$ cat config.mk
export PLATFORM = sky130hd
export DESIGN_NAME = l1_read_guard
export DESIGN_NICKNAME = d
export VERILOG_FILES = /design/src/rtl/l1_guard_pkg.sv /design/src/rtl/l1_read_guard.sv /design/src/rtl/l1_region_decode.sv
export SDC_FILE = /design/constraint.sdc
export NUM_CORES = 1
export LEC_CHECK = 0
export ABC_AREA = 1
export BUFFER_PORTS_ARGS = -buffer_cell sky130_fd_sc_hd__buf_4
export CORE_MARGIN = 2
export CORE_UTILIZATION = 52
export CTS_CLUSTER_SIZE = 40
export DETAILED_ROUTE_END_ITERATION = 8
export PLACE_DENSITY = 0.73
export SLEW_MARGIN = 30
export SYNTH_ARGS = -nofsm -noshare
export SYNTH_HDL_FRONTEND = slang
export SYNTH_SLANG_ARGS = --single-unit
$ cat constraint.sdc
create_clock -name i_ref_clk -period 1.7 [get_ports i_ref_clk]
set_input_delay 0.085 -clock i_ref_clk [delete_from_list [all_inputs] [get_ports i_ref_clk]]
set_output_delay 0.085 -clock i_ref_clk [all_outputs]
set_load 0.03 [all_outputs]
$ cat src/rtl/l1_guard_pkg.sv
// Package with register map, field positions and reset values of the read guard block.
package l1_guard_pkg;

  // ****************************************
  // Bus and register indices
  // ****************************************
  localparam int ADDR_W = 12;
  localparam int IDX_W = 10;
  localparam logic [IDX_W-1:0] IDX_WRITE_ENABLE = 10'h0D1;
  localparam logic [IDX_W-1:0] IDX_READ_ENABLE = 10'h0D2;
  localparam logic [IDX_W-1:0] IDX_PASSWORD = 10'h0D3;
  localparam logic [IDX_W-1:0] IDX_MASK_CFG = 10'h0DA;
  localparam logic [IDX_W-1:0] IDX_MASK_LOW = 10'h0F8;
  localparam logic [IDX_W-1:0] IDX_MASK_EXT_MONITOR_INPUT_C = 10'h0F9;
  localparam logic [IDX_W-1:0] IDX_ALT_MASK_LOW = 10'h1F8;
  localparam logic [IDX_W-1:0] IDX_ALT_MASK_EXT_MONITOR_INPUT_C = 10'h1F9;
  localparam logic [IDX_W-1:0] IDX_STATUS = 10'h071;
  localparam logic [IDX_W-1:0] IDX_PW_ENTRY = 10'h07B;

  // ****************************************
  // Reset values and field layout
  // ****************************************
  localparam logic [7:0] RST_BYTE = 8'h00;
  localparam logic [31:0] RST_PASSWORD = 32'h0000_0000;
  localparam logic [7:0] EXT_MONITOR_INPUT_C_USED_BITS = 8'hC0;
  localparam int CFG_MASK_LOC_BIT = 0;
  localparam int CFG_LEGACY_BIT = 1;
  localparam int ST_MASKED_INTERRUPT_FLAG_BIT = 0;
  localparam int ST_UNLOCK_BIT = 1;
  localparam int NUM_ALARMS = 10;
  localparam int NUM_REGIONS = 8;

  // Region numbers equal the bit positions of the enable bytes.
  localparam int RGN_PW_BLOCK = 7;
  localparam int RGN_MASK_P05 = 6;
  localparam int RGN_THRESH = 5;
  localparam int RGN_P01_HI = 4;
  localparam int RGN_P01_LO = 3;
  localparam int RGN_LOWER = 2;
  localparam int RGN_AUX_HI = 1;
  localparam int RGN_AUX_LO = 0;

  // ****************************************
  // Pages and byte bounds
  // ****************************************
  localparam logic [7:0] PAGE_00 = 8'h00;
  localparam logic [7:0] PAGE_01 = 8'h01;
  localparam logic [7:0] PAGE_02 = 8'h02;
  localparam logic [7:0] PAGE_03 = 8'h03;
  localparam logic [7:0] PAGE_04 = 8'h04;
  localparam logic [7:0] PAGE_05 = 8'h05;
  localparam logic [7:0] A_PW_LO = 8'hD0;
  localparam logic [7:0] A_PW_HI = 8'hD6;
  localparam logic [7:0] A_MASK_LO = 8'hF8;
  localparam logic [7:0] A_UPPER_LO = 8'h80;
  localparam logic [7:0] A_THRESH_HI = 8'hC7;
  localparam logic [7:0] A_P01_LO_HI = 8'hF7;
  localparam logic [7:0] A_LOWER_HI = 8'h7A;
  localparam logic [7:0] A_AUX_LO_HI = 8'h7F;

  // ****************************************
  // Bus responses
  // ****************************************
  localparam logic [1:0] RESP_OKAY = 2'b00;
  localparam logic [1:0] RESP_DECERR = 2'b11;

endpackage

$ cat src/rtl/l1_read_guard.sv
// Level-one password guard with alarm interrupt masks behind an AXI4-Lite slave.
`timescale 1ns/1ps
// Behaviour
// - Read-enable bit 7 guards page 05h bytes D0h to D6h.
// - Read-enable bit 6 guards page 05h bytes F8h to FFh.
// - Read-enable bit 5 guards 80h to C7h of threshold page, pages 02h, 03h.
// - Read-enable bit 4 guards F8h to FFh of page 01h, legacy 00h.
// - Read-enable bit 3 guards 80h to F7h of page 01h, legacy 00h.
// - Read-enable bit 2 guards lower memory bytes 00h to 7Ah.
// - Read-enable bit 1 guards auxiliary memory bytes 80h to FFh.
// - Read-enable bit 0 guards auxiliary memory bytes 00h to 7Fh.
// - Read-enable byte resets to 00h, nothing guarded.
// - Password is 32 bits, first byte most significant, reset zero.
// - Stored password unlocks regions of write-enable and read-enable bytes.
// - Alarm mask bits 7..0 enable temperature, supply, input a, b alarms.
// - Second mask byte bit 7, 6 enable input c alarms; rest reserved.
// - Active alarm with mask bit set raises the masked interrupt flag.
// - Mask location bit selects which mask copy gates the flag.
// - Both alarm mask bytes reset to 00h.
// - Location 0 uses page 05h masks, 1 uses page 01h masks.
// - Write-enable byte guards the same eight regions against writes.
module l1_read_guard (
  // Clock and reset.
  input wire logic i_ref_clk,
  input wire logic i_rst_b,
  // AXI4-Lite write channels.
  input wire logic i_s_axi_awvalid,
  output logic o_s_axi_awready,
  input wire logic [l1_guard_pkg::ADDR_W-1:0] i_s_axi_awaddr,
  input wire logic i_s_axi_wvalid,
  output logic o_s_axi_wready,
  input wire logic [31:0] i_s_axi_wdata,
  input wire logic [3:0] i_s_axi_wstrb,
  output logic o_s_axi_bvalid,
  input wire logic i_s_axi_bready,
  output logic [1:0] o_s_axi_bresp,
  // AXI4-Lite read channels.
  input wire logic i_s_axi_arvalid,
  output logic o_s_axi_arready,
  input wire logic [l1_guard_pkg::ADDR_W-1:0] i_s_axi_araddr,
  output logic o_s_axi_rvalid,
  input wire logic i_s_axi_rready,
  output logic [31:0] o_s_axi_rdata,
  output logic [1:0] o_s_axi_rresp,
  // Alarm flags from the flag logic on this clock.
  input wire logic [l1_guard_pkg::NUM_ALARMS-1:0] i_alarm_flags,
  output logic o_masked_interrupt_flag,
  // Access check from the serial memory front end.
  input wire logic i_chk_valid,
  input wire logic i_chk_write,
  input wire logic i_chk_aux,
  input wire logic [7:0] i_chk_page,
  input wire logic [7:0] i_chk_addr,
  output logic o_chk_done,
  output logic o_chk_grant
);
  import l1_guard_pkg::*;

  // ****************************************
  // Register state
  // ****************************************
  logic [7:0] write_enable;
  logic [7:0] read_enable;
  logic [31:0] level1_password;
  logic [31:0] pw_entry;
  logic [7:0] mask_cfg;
  logic [7:0] mask_low;
  logic [7:0] mask_ext_monitor_input_c;
  logic [7:0] alt_mask_low;
  logic [7:0] alt_mask_ext_monitor_input_c;
  logic unlocked;

  logic aw_full;
  logic w_full;
  logic [IDX_W-1:0] aw_idx;
  logic [31:0] w_data;
  logic [3:0] w_strb;
  logic wr_fire;
  logic rd_fire;
  logic [IDX_W-1:0] rd_idx;

  logic [NUM_REGIONS-1:0] wr_rgn;
  logic [NUM_REGIONS-1:0] rd_rgn;
  logic wr_blocked;
  logic rd_hidden;
  logic wr_mapped;
  logic rd_mapped;
  logic [31:0] next_rdata;

  logic [NUM_ALARMS-1:0] main_vec;
  logic [NUM_ALARMS-1:0] alt_vec;
  logic [NUM_ALARMS-1:0] sel_mask;
  logic [NUM_ALARMS-1:0] gated;
  logic [NUM_REGIONS-1:0] chk_hit;
  logic [7:0] chk_enable;

  // Password match opens every guarded region at once.
  assign unlocked = (pw_entry == level1_password);

  // Regions that hold the bus-visible registers themselves.
  function automatic logic [NUM_REGIONS-1:0] reg_region(input logic [IDX_W-1:0] idx);
    logic [NUM_REGIONS-1:0] r;
    r = '0;
    case (idx)
      IDX_WRITE_ENABLE, IDX_READ_ENABLE, IDX_PASSWORD: r[RGN_PW_BLOCK] = 1'b1;
      IDX_MASK_LOW, IDX_MASK_EXT_MONITOR_INPUT_C: r[RGN_MASK_P05] = 1'b1;
      IDX_ALT_MASK_LOW, IDX_ALT_MASK_EXT_MONITOR_INPUT_C: r[RGN_P01_HI] = 1'b1;
      IDX_STATUS: r[RGN_LOWER] = 1'b1;
      default: r = '0;
    endcase
    return r;
  endfunction

  function automatic logic is_mapped(input logic [IDX_W-1:0] idx);
    case (idx)
      IDX_WRITE_ENABLE, IDX_READ_ENABLE, IDX_PASSWORD, IDX_MASK_CFG, IDX_MASK_LOW,
      IDX_MASK_EXT_MONITOR_INPUT_C, IDX_ALT_MASK_LOW, IDX_ALT_MASK_EXT_MONITOR_INPUT_C, IDX_STATUS,
      IDX_PW_ENTRY: return 1'b1;
      default: return 1'b0;
    endcase
  endfunction

  // ****************************************
  // AXI4-Lite write path
  // ****************************************
  assign wr_fire = aw_full && w_full && !o_s_axi_bvalid;
  assign wr_rgn = reg_region(aw_idx);
  assign wr_mapped = is_mapped(aw_idx);
  assign wr_blocked = (|(wr_rgn & write_enable)) && !unlocked;

  always_ff @(posedge i_ref_clk or negedge i_rst_b) begin
    if (!i_rst_b) begin
      aw_full <= 1'b0;
      aw_idx <= '0;
      o_s_axi_awready <= 1'b1;
    end else if (i_s_axi_awvalid && o_s_axi_awready) begin
      aw_full <= 1'b1;
      aw_idx <= i_s_axi_awaddr[ADDR_W-1:2];
      o_s_axi_awready <= 1'b0;
    end else if (wr_fire) begin
      aw_full <= 1'b0;
      o_s_axi_awready <= 1'b1;
    end
  end

  always_ff @(posedge i_ref_clk or negedge i_rst_b) begin
    if (!i_rst_b) begin
      w_full <= 1'b0;
      w_data <= '0;
      w_strb <= '0;
      o_s_axi_wready <= 1'b1;
    end else if (i_s_axi_wvalid && o_s_axi_wready) begin
      w_full <= 1'b1;
      w_data <= i_s_axi_wdata;
      w_strb <= i_s_axi_wstrb;
      o_s_axi_wready <= 1'b0;
    end else if (wr_fire) begin
      w_full <= 1'b0;
      o_s_axi_wready <= 1'b1;
    end
  end

  always_ff @(posedge i_ref_clk or negedge i_rst_b) begin
    if (!i_rst_b) begin
      o_s_axi_bvalid <= 1'b0;
      o_s_axi_bresp <= RESP_OKAY;
    end else if (wr_fire) begin
      o_s_axi_bvalid <= 1'b1;
      o_s_axi_bresp <= wr_mapped ? RESP_OKAY : RESP_DECERR;
    end else if (i_s_axi_bready) begin
      o_s_axi_bvalid <= 1'b0;
    end
  end

  // Byte registers take lane 0; blocked writes are dropped with an OKAY answer.
  always_ff @(posedge i_ref_clk or negedge i_rst_b) begin
    if (!i_rst_b) begin
      write_enable <= RST_BYTE;
      read_enable <= RST_BYTE;
      mask_cfg <= RST_BYTE;
      mask_low <= RST_BYTE;
      mask_ext_monitor_input_c <= RST_BYTE;
      alt_mask_low <= RST_BYTE;
      alt_mask_ext_monitor_input_c <= RST_BYTE;
    end else if (wr_fire && !wr_blocked && w_strb[0]) begin
      case (aw_idx)
        IDX_WRITE_ENABLE: write_enable <= w_data[7:0];
        IDX_READ_ENABLE: read_enable <= w_data[7:0];
        IDX_MASK_CFG: mask_cfg <= w_data[7:0];
        IDX_MASK_LOW: mask_low <= w_data[7:0];
        IDX_MASK_EXT_MONITOR_INPUT_C: mask_ext_monitor_input_c <= w_data[7:0] & EXT_MONITOR_INPUT_C_USED_BITS;
        IDX_ALT_MASK_LOW: alt_mask_low <= w_data[7:0];
        IDX_ALT_MASK_EXT_MONITOR_INPUT_C: alt_mask_ext_monitor_input_c <= w_data[7:0] & EXT_MONITOR_INPUT_C_USED_BITS;
        default: ;
      endcase
    end
  end

  // Word registers honour every byte lane; lane 3 holds the most significant byte.
  generate
    for (genvar b = 0; b < 4; b++) begin : g_pw_lane
      always_ff @(posedge i_ref_clk or negedge i_rst_b) begin
        if (!i_rst_b) begin
          level1_password[8*b +: 8] <= RST_PASSWORD[8*b +: 8];
          pw_entry[8*b +: 8] <= RST_PASSWORD[8*b +: 8];
        end else if (wr_fire && w_strb[b]) begin
          if (aw_idx == IDX_PASSWORD && !wr_blocked) begin
            level1_password[8*b +: 8] <= w_data[8*b +: 8];
          end
          if (aw_idx == IDX_PW_ENTRY) begin
            pw_entry[8*b +: 8] <= w_data[8*b +: 8];
          end
        end
      end
    end
  endgenerate

  // ****************************************
  // AXI4-Lite read path
  // ****************************************
  assign rd_fire = i_s_axi_arvalid && o_s_axi_arready;
  assign rd_idx = i_s_axi_araddr[ADDR_W-1:2];
  assign rd_rgn = reg_region(rd_idx);
  assign rd_mapped = is_mapped(rd_idx);
  assign rd_hidden = (|(rd_rgn & read_enable)) && !unlocked;

  always_comb begin
    next_rdata = '0;
    case (rd_idx)
      IDX_WRITE_ENABLE: next_rdata[7:0] = write_enable;
      IDX_READ_ENABLE: next_rdata[7:0] = read_enable;
      IDX_PASSWORD: next_rdata = level1_password;
      IDX_MASK_CFG: next_rdata[7:0] = mask_cfg;
      IDX_MASK_LOW: next_rdata[7:0] = mask_low;
      IDX_MASK_EXT_MONITOR_INPUT_C: next_rdata[7:0] = mask_ext_monitor_input_c;
      IDX_ALT_MASK_LOW: next_rdata[7:0] = alt_mask_low;
      IDX_ALT_MASK_EXT_MONITOR_INPUT_C: next_rdata[7:0] = alt_mask_ext_monitor_input_c;
      IDX_STATUS: begin
        next_rdata[ST_MASKED_INTERRUPT_FLAG_BIT] = o_masked_interrupt_flag;
        next_rdata[ST_UNLOCK_BIT] = unlocked;
      end
      default: next_rdata = '0;
    endcase
    if (rd_hidden) begin
      next_rdata = '0;
    end
  end

  always_ff @(posedge i_ref_clk or negedge i_rst_b) begin
    if (!i_rst_b) begin
      o_s_axi_rvalid <= 1'b0;
      o_s_axi_rdata <= '0;
      o_s_axi_rresp <= RESP_OKAY;
      o_s_axi_arready <= 1'b1;
    end else if (rd_fire) begin
      o_s_axi_rvalid <= 1'b1;
      o_s_axi_rdata <= next_rdata;
      o_s_axi_rresp <= rd_mapped ? RESP_OKAY : RESP_DECERR;
      o_s_axi_arready <= 1'b0;
    end else if (i_s_axi_rready) begin
      o_s_axi_rvalid <= 1'b0;
      o_s_axi_arready <= 1'b1;
    end
  end

  // ****************************************
  // Masked interrupt
  // ****************************************
  assign main_vec = {mask_low, mask_ext_monitor_input_c[7:6]};
  assign alt_vec = {alt_mask_low, alt_mask_ext_monitor_input_c[7:6]};
  assign sel_mask = mask_cfg[CFG_MASK_LOC_BIT] ? alt_vec : main_vec;

  generate
    for (genvar a = 0; a < NUM_ALARMS; a++) begin : g_alarm
      assign gated[a] = i_alarm_flags[a] & sel_mask[a];
    end
  endgenerate

  always_ff @(posedge i_ref_clk or negedge i_rst_b) begin
    if (!i_rst_b) begin
      o_masked_interrupt_flag <= 1'b0;
    end else begin
      o_masked_interrupt_flag <= |gated;
    end
  end

  // ****************************************
  // Memory access check
  // ****************************************
  l1_region_decode u_region (
    .i_aux(i_chk_aux),
    .i_legacy(mask_cfg[CFG_LEGACY_BIT]),
    .i_page(i_chk_page),
    .i_addr(i_chk_addr),
    .o_hit(chk_hit)
  );

  assign chk_enable = i_chk_write ? write_enable : read_enable;

  always_ff @(posedge i_ref_clk or negedge i_rst_b) begin
    if (!i_rst_b) begin
      o_chk_done <= 1'b0;
      o_chk_grant <= 1'b0;
    end else begin
      o_chk_done <= i_chk_valid;
      o_chk_grant <= i_chk_valid && (unlocked || !(|(chk_hit & chk_enable)));
    end
  end

  // ****************************************
  // Assertions
  // ****************************************
  AST_MASKED_INTERRUPT_FLAG_SET: assert property (@(posedge i_ref_clk) disable iff (!i_rst_b)
    (|(i_alarm_flags & sel_mask)) |=> o_masked_interrupt_flag)
    else $error("Masked alarm did not raise interrupt flag");

  AST_MASKED_INTERRUPT_FLAG_MASKED: assert property (@(posedge i_ref_clk) disable iff (!i_rst_b)
    (!(|(i_alarm_flags & sel_mask))) |=> !o_masked_interrupt_flag)
    else $error("Interrupt flag raised with no enabled alarm");

  AST_MASK_LOC: assert property (@(posedge i_ref_clk) disable iff (!i_rst_b)
    (mask_cfg[CFG_MASK_LOC_BIT] && !(|(i_alarm_flags & alt_vec))) |=> !o_masked_interrupt_flag)
    else $error("Page 05h masks used while alternate location selected");

  AST_EXT_MONITOR_INPUT_C_RSVD: assert property (@(posedge i_ref_clk) disable iff (!i_rst_b)
    $rose(wr_fire) && aw_idx == IDX_MASK_EXT_MONITOR_INPUT_C |=> mask_ext_monitor_input_c[5:0] == '0)
    else $error("Reserved mask bits stored");

  AST_CHK_DENY: assert property (@(posedge i_ref_clk) disable iff (!i_rst_b)
    (i_chk_valid && !i_chk_write && !unlocked && |(chk_hit & read_enable))
    |=> o_chk_done && !o_chk_grant)
    else $error("Guarded read granted while locked");

  AST_CHK_OPEN: assert property (@(posedge i_ref_clk) disable iff (!i_rst_b)
    (i_chk_valid && unlocked) |=> o_chk_done && o_chk_grant)
    else $error("Read refused while password matches");

  AST_PW_KEEP: assert property (@(posedge i_ref_clk) disable iff (!i_rst_b)
    (wr_fire && aw_idx == IDX_PASSWORD && write_enable[RGN_PW_BLOCK] && !unlocked)
    |=> $stable(level1_password))
    else $error("Guarded password overwritten while locked");

  AST_PW_HIDE: assert property (@(posedge i_ref_clk) disable iff (!i_rst_b)
    (rd_fire && rd_idx == IDX_PASSWORD && read_enable[RGN_PW_BLOCK] && !unlocked)
    |=> o_s_axi_rvalid && o_s_axi_rdata == '0)
    else $error("Guarded password exposed while locked");

  AST_BRESP_HOLD: assert property (@(posedge i_ref_clk) disable iff (!i_rst_b)
    (o_s_axi_bvalid && !i_s_axi_bready) |=> o_s_axi_bvalid)
    else $error("Write response dropped before bready");

endmodule

$ cat src/rtl/l1_region_decode.sv
// Decoder that maps a memory access to the protection regions it falls in.
`timescale 1ns/1ps
module l1_region_decode (
  // Access being classified.
  input wire logic i_aux,
  input wire logic i_legacy,
  input wire logic [7:0] i_page,
  input wire logic [7:0] i_addr,
  // One bit per region.
  output logic [l1_guard_pkg::NUM_REGIONS-1:0] o_hit
);
  import l1_guard_pkg::*;

  logic [7:0] thresh_page;
  logic [7:0] cfg_page;
  logic upper;

  always_comb begin
    thresh_page = i_legacy ? PAGE_01 : PAGE_04;
    cfg_page = i_legacy ? PAGE_00 : PAGE_01;
    upper = (i_addr >= A_UPPER_LO);
    o_hit = '0;
    if (i_aux) begin
      o_hit[RGN_AUX_HI] = upper;
      o_hit[RGN_AUX_LO] = (i_addr <= A_AUX_LO_HI);
    end else begin
      o_hit[RGN_LOWER] = (i_addr <= A_LOWER_HI);
      o_hit[RGN_PW_BLOCK] = upper && (i_page == PAGE_05) && (i_addr >= A_PW_LO)
                            && (i_addr <= A_PW_HI);
      o_hit[RGN_MASK_P05] = upper && (i_page == PAGE_05) && (i_addr >= A_MASK_LO);
      o_hit[RGN_THRESH] = upper && (i_addr <= A_THRESH_HI) && ((i_page == thresh_page)
                          || (i_page == PAGE_02) || (i_page == PAGE_03));
      o_hit[RGN_P01_HI] = upper && (i_page == cfg_page) && (i_addr >= A_MASK_LO);
      o_hit[RGN_P01_LO] = upper && (i_page == cfg_page) && (i_addr <= A_P01_LO_HI);
    end
  end

endmodule
==> qor.yml <==
dpl.hpwl_um: 20100
synth_edf_count: 0
grt_util_all_layers_pct: 30.3
htreeDepth: 4
die_w_um: 143
cp.required_ps: 2080
netlist_top_cells_area: "dfrtp_1 48%, nand2_1 15%, nand4_1 6.4%, mux2_2 4.7%, nor2_1 3.6%"
syn_avg_cell_area_um2: 8.22
cts_root_buffer: "clkbuf_16"
path_buf_inv: 3
core-area_um2: 18800
multiInputGateArea_um2: 4900
antenna_found_initial: 0
stdcell_count: 1815
insertion_delay_ps: 450
crit_top_cell: "nand2_1"
maxCapViolCount: 0
ys_types: 43
dp_cells: 1700
viasPerCell: 5.54
p_per_area_nw_per_um2: 1020
outcome: "complete, but fails checks"
wire_per_inst_um: 17.8
worstHoldStart: "i_alarm_flags[7]"
cp-startpoint: "level1_password[29]$_DFFE_PN0P_"
ir_drop_v: 0.00100
fin_util_pct: 76.2
tritoncts: "built"
hold_violations: 0
ys_ff_latch: 198
seqPwrFrac_pct: 43.2
clockPowerShare_pct: 27.3
n_antenna_cell: 0
max_freq_mhz: 515
die_y_um: 143
pin_count: 140
ys_seq_area_share_pct: 49.3
r2r_start: "level1_password[29]$_DFFE_PN0P_"
p_leak_uw: 0.00725
synthFlopType: "dfrtp_1"
internal-power_uw: 9330
drc: 0
path_clk_slew_ps: 80
finalCriticalPeriod_ps: 1940
tightestPinTransition_ps: 546
synth_area_um2: 10100
final_layout_size_suffix_gt1_share_pct: 33.1
hp-class: "input pin to flip-flop"
synth_nets: 1321
rows: 50
initial_utilization_pct: 53.5
end_kind: "flip-flop"
power_frac_comb_pct: 29.6
yosys.area.top_type: "dfrtp_1"
crit_chain: "inv_2 > nand2_1 > nand2_1 > nand2_1 > nor2_1 > nand2_1 > nor2_4 > nand2_4 > buf_6 > nand2_8 > clkbuf_16 > nand3_1 > nand2_1"
cp_max_fo: 8
globalRouteOverflowTotal: 0
clock_skew_ps: 13.1
grt_pass1_wl_um: 48200
min_period_over_period_pct: 114
num_vias: 10100
hold_depth: 4
syn_to_final_growth_pct: 42.5
yosys.area.top_type_share_pct: 48.5
drtIter0Drc: 645
cts_sinks: 198
critPathTopFamily: "simple AND/OR/NAND/NOR gates"
grt_start_max_net_pins: 57
ant_nets: 0
synth_warnings: 0
stdcell_area_um2: 14300
hold_ws_ps: 18.3
grt_pass1_vias: 9510
numCtsBuffers: 17
port_buffers: 135
nets: 1638
cts_buffer_depth: 2
worst-r2r-cell-count: 13
drv_slew: 0
gp_congestion: 0.946
max_stage_delay_ps: 440
p_switching_uw: 5360
fillers: 1270
crit_type: "flip-flop to flip-flop"
first_pass_iters: 5
violations: "setup timing"
rsz0062_at_grt: "yes"
p_sw_share_pct: 36.5
max_slew_margin_pct: 63.6
dpl_cell_area_um2: 12300
finalSetupViolations: 137
r2r_slack_ps: -240
dieArea_um2: 20500
start_kind: "flip-flop"
finalWorstSetupSlack_ps: -243
syn_inst: 1225
seq_area_um2: 4960
crit_slowest_cell: "dfrtp_1"
wirelength_um: 32200
min_to: "o_masked_interrupt_flag$_DFF_PN0_"
async_flop_share_pct: 100
worst_ep_arrival_time_ps: 2330
worstReg2RegEnd: "o_s_axi_rdata[19]$_DFFE_PN0P_"
finalPower_uw: 14700
-- sequential cells by signal, summed over array words and instances, names as in the netlist, 4 cells and up --
signal,flops
read_enable,8
o_s_axi_rdata,32
pw_entry,32
aw_idx,10
w_strb,4
mask_low,8
level1_password,32
mask_cfg,8
w_data,32
alt_mask_low,8
write_enable,8
-- logic make-up after synthesis --
group	count (synthesis)	share of synthesized area [%]
AO/OA/AOI/OAI	77	4.30
XOR/XNOR	15	1.31
buffers and inverters	159	6.98
flip-flops	198	49.3
multiplexers	48	5.37
AND/OR/NAND/NOR	728	32.8
-- worst register-to-register path, stage by stage (launching register included) --
cell	delay, ps
dfrtp_1	440
inv_2	80
nand2_1	60
nand2_1	70
nand2_1	60
nor2_1	120
nand2_1	100
nor2_4	170
nand2_4	100
buf_6	150
nand2_8	130
clkbuf_16	200
nand3_1	100
nand2_1	100
-- area by class of cell --
type	instances	share of cell area [%]
clock buffer	17	2.97
clock inverter	15	1.09
inverter	113	2.97
multi-input combinational	868	34.2
sequential	198	34.6
tap	260	2.27
timing repair buffer	344	21.9
-- worst max path at each step --
stage | end | slack (ps) | cells after the start
6_report | o_s_axi_rdata[19]$_DFFE_PN0P_ | -240 | 13
5_1_grt | level1_password[11]$_DFFE_PN0P_ | -340 | 11
4_1_cts | o_s_axi_rdata[23]$_DFFE_PN0P_ | -180 | 13
3_5_place_dp | level1_password[11]$_DFFE_PN0P_ | -300 | 13
3_3_place_gp | level1_password[15]$_DFFE_PN0P_ | -220 | 13
2_1_floorplan | pw_entry[11]$_DFFE_PN0P_ | 10 | 5
-- power groups by stage --
| stage | Sequential [uW] | Combinational (uW) | Clock [uW] |
|---|---|---|---|
| floorplan | 6100 | 1920 | 0 |
| global placement | 6300 | 3510 | 0 |
| detailed placement | 6330 | 3590 | 0 |
| CTS | 6240 | 4020 | 4040 |
| global route | 6390 | 4660 | 4230 |
| finish | 6340 | 4340 | 4010 |
-- cells in the final DEF, fill, tap and decap left out, types with 7 or more instances in the layout --
master,netlist,final
nand3_2,5,24
mux2_2,42,41
o21ai_0,42,35
clkbuf_16,0,21
dfrtp_1,195,195
nor2_4,5,9
inv_2,18,18
nand3_1,70,43
nor2_2,9,7
inv_1,93,92
nor2_1,97,95
nand4_1,103,103
dlygate4sd3_1,0,53
xnor2_1,15,15
buf_12,0,19
mux2_4,0,7
o21a_1,7,7
nand3_4,0,8
nand2_2,6,50
buf_4,4,251
buf_6,8,12
a21oi_1,16,16
nand2_1,413,361
-- stage by stage --
stage,setup slack [ps],TNS [ps]
2_1_floorplan,10.9,0
3_5_place_dp,-299,-23250
3_3_place_gp,-220,-16680
5_1_grt,-345,-33230
6_report,-243,-20300
4_1_cts,-180,-15370
-- timing repair --
action / in CTS / in global routing
pin swaps: 15 / 59
setup buffers: 4 / 19
hold buffers: 53 / 0
resized for setup: 38 / 115
setup endpoints to repair: 115 / 140
gates cloned: 3 / 4
endpoints found under the hold margin: 103 / 0
-- metal layers --
layer / track usage (%) / wire length, um / vias to the layer above
met2: 49.7 / 15900 / 426
met5: 0 / 0 / -
met1: 40.8 / 13100 / 4898
met3: 5.00 / 2180 / 83
li1: - / - / 4651
met4: 11.0 / 1080 / 0
-- cell usage after synthesis (2+ instances only) --
master      n
buf_4       4
mux2_1      6
o211ai_1    2
clkinv_1    2
buf_1       5
nand2_4     3
nor2_2      9
nor3_4      3
o21ai_0    42
clkbuf_1   12
inv_1      93
dfrtp_1   195
nand2_2     6
nand4_1   103
nand2_1   413
dfstp_2     3
nor3_2      2
nor2_4      5
a21oi_1    16
a211oi_1    2
a31oi_1     2
nor3_1      6
xnor2_1    15
o21a_1      7
nand3_2     5
buf_2      16
and3_1      2
mux2_2     42
inv_2      18
nor2_1     97
buf_6       8
nand3_1    70
No activity file was read; power rests on OpenSTA's default activity.
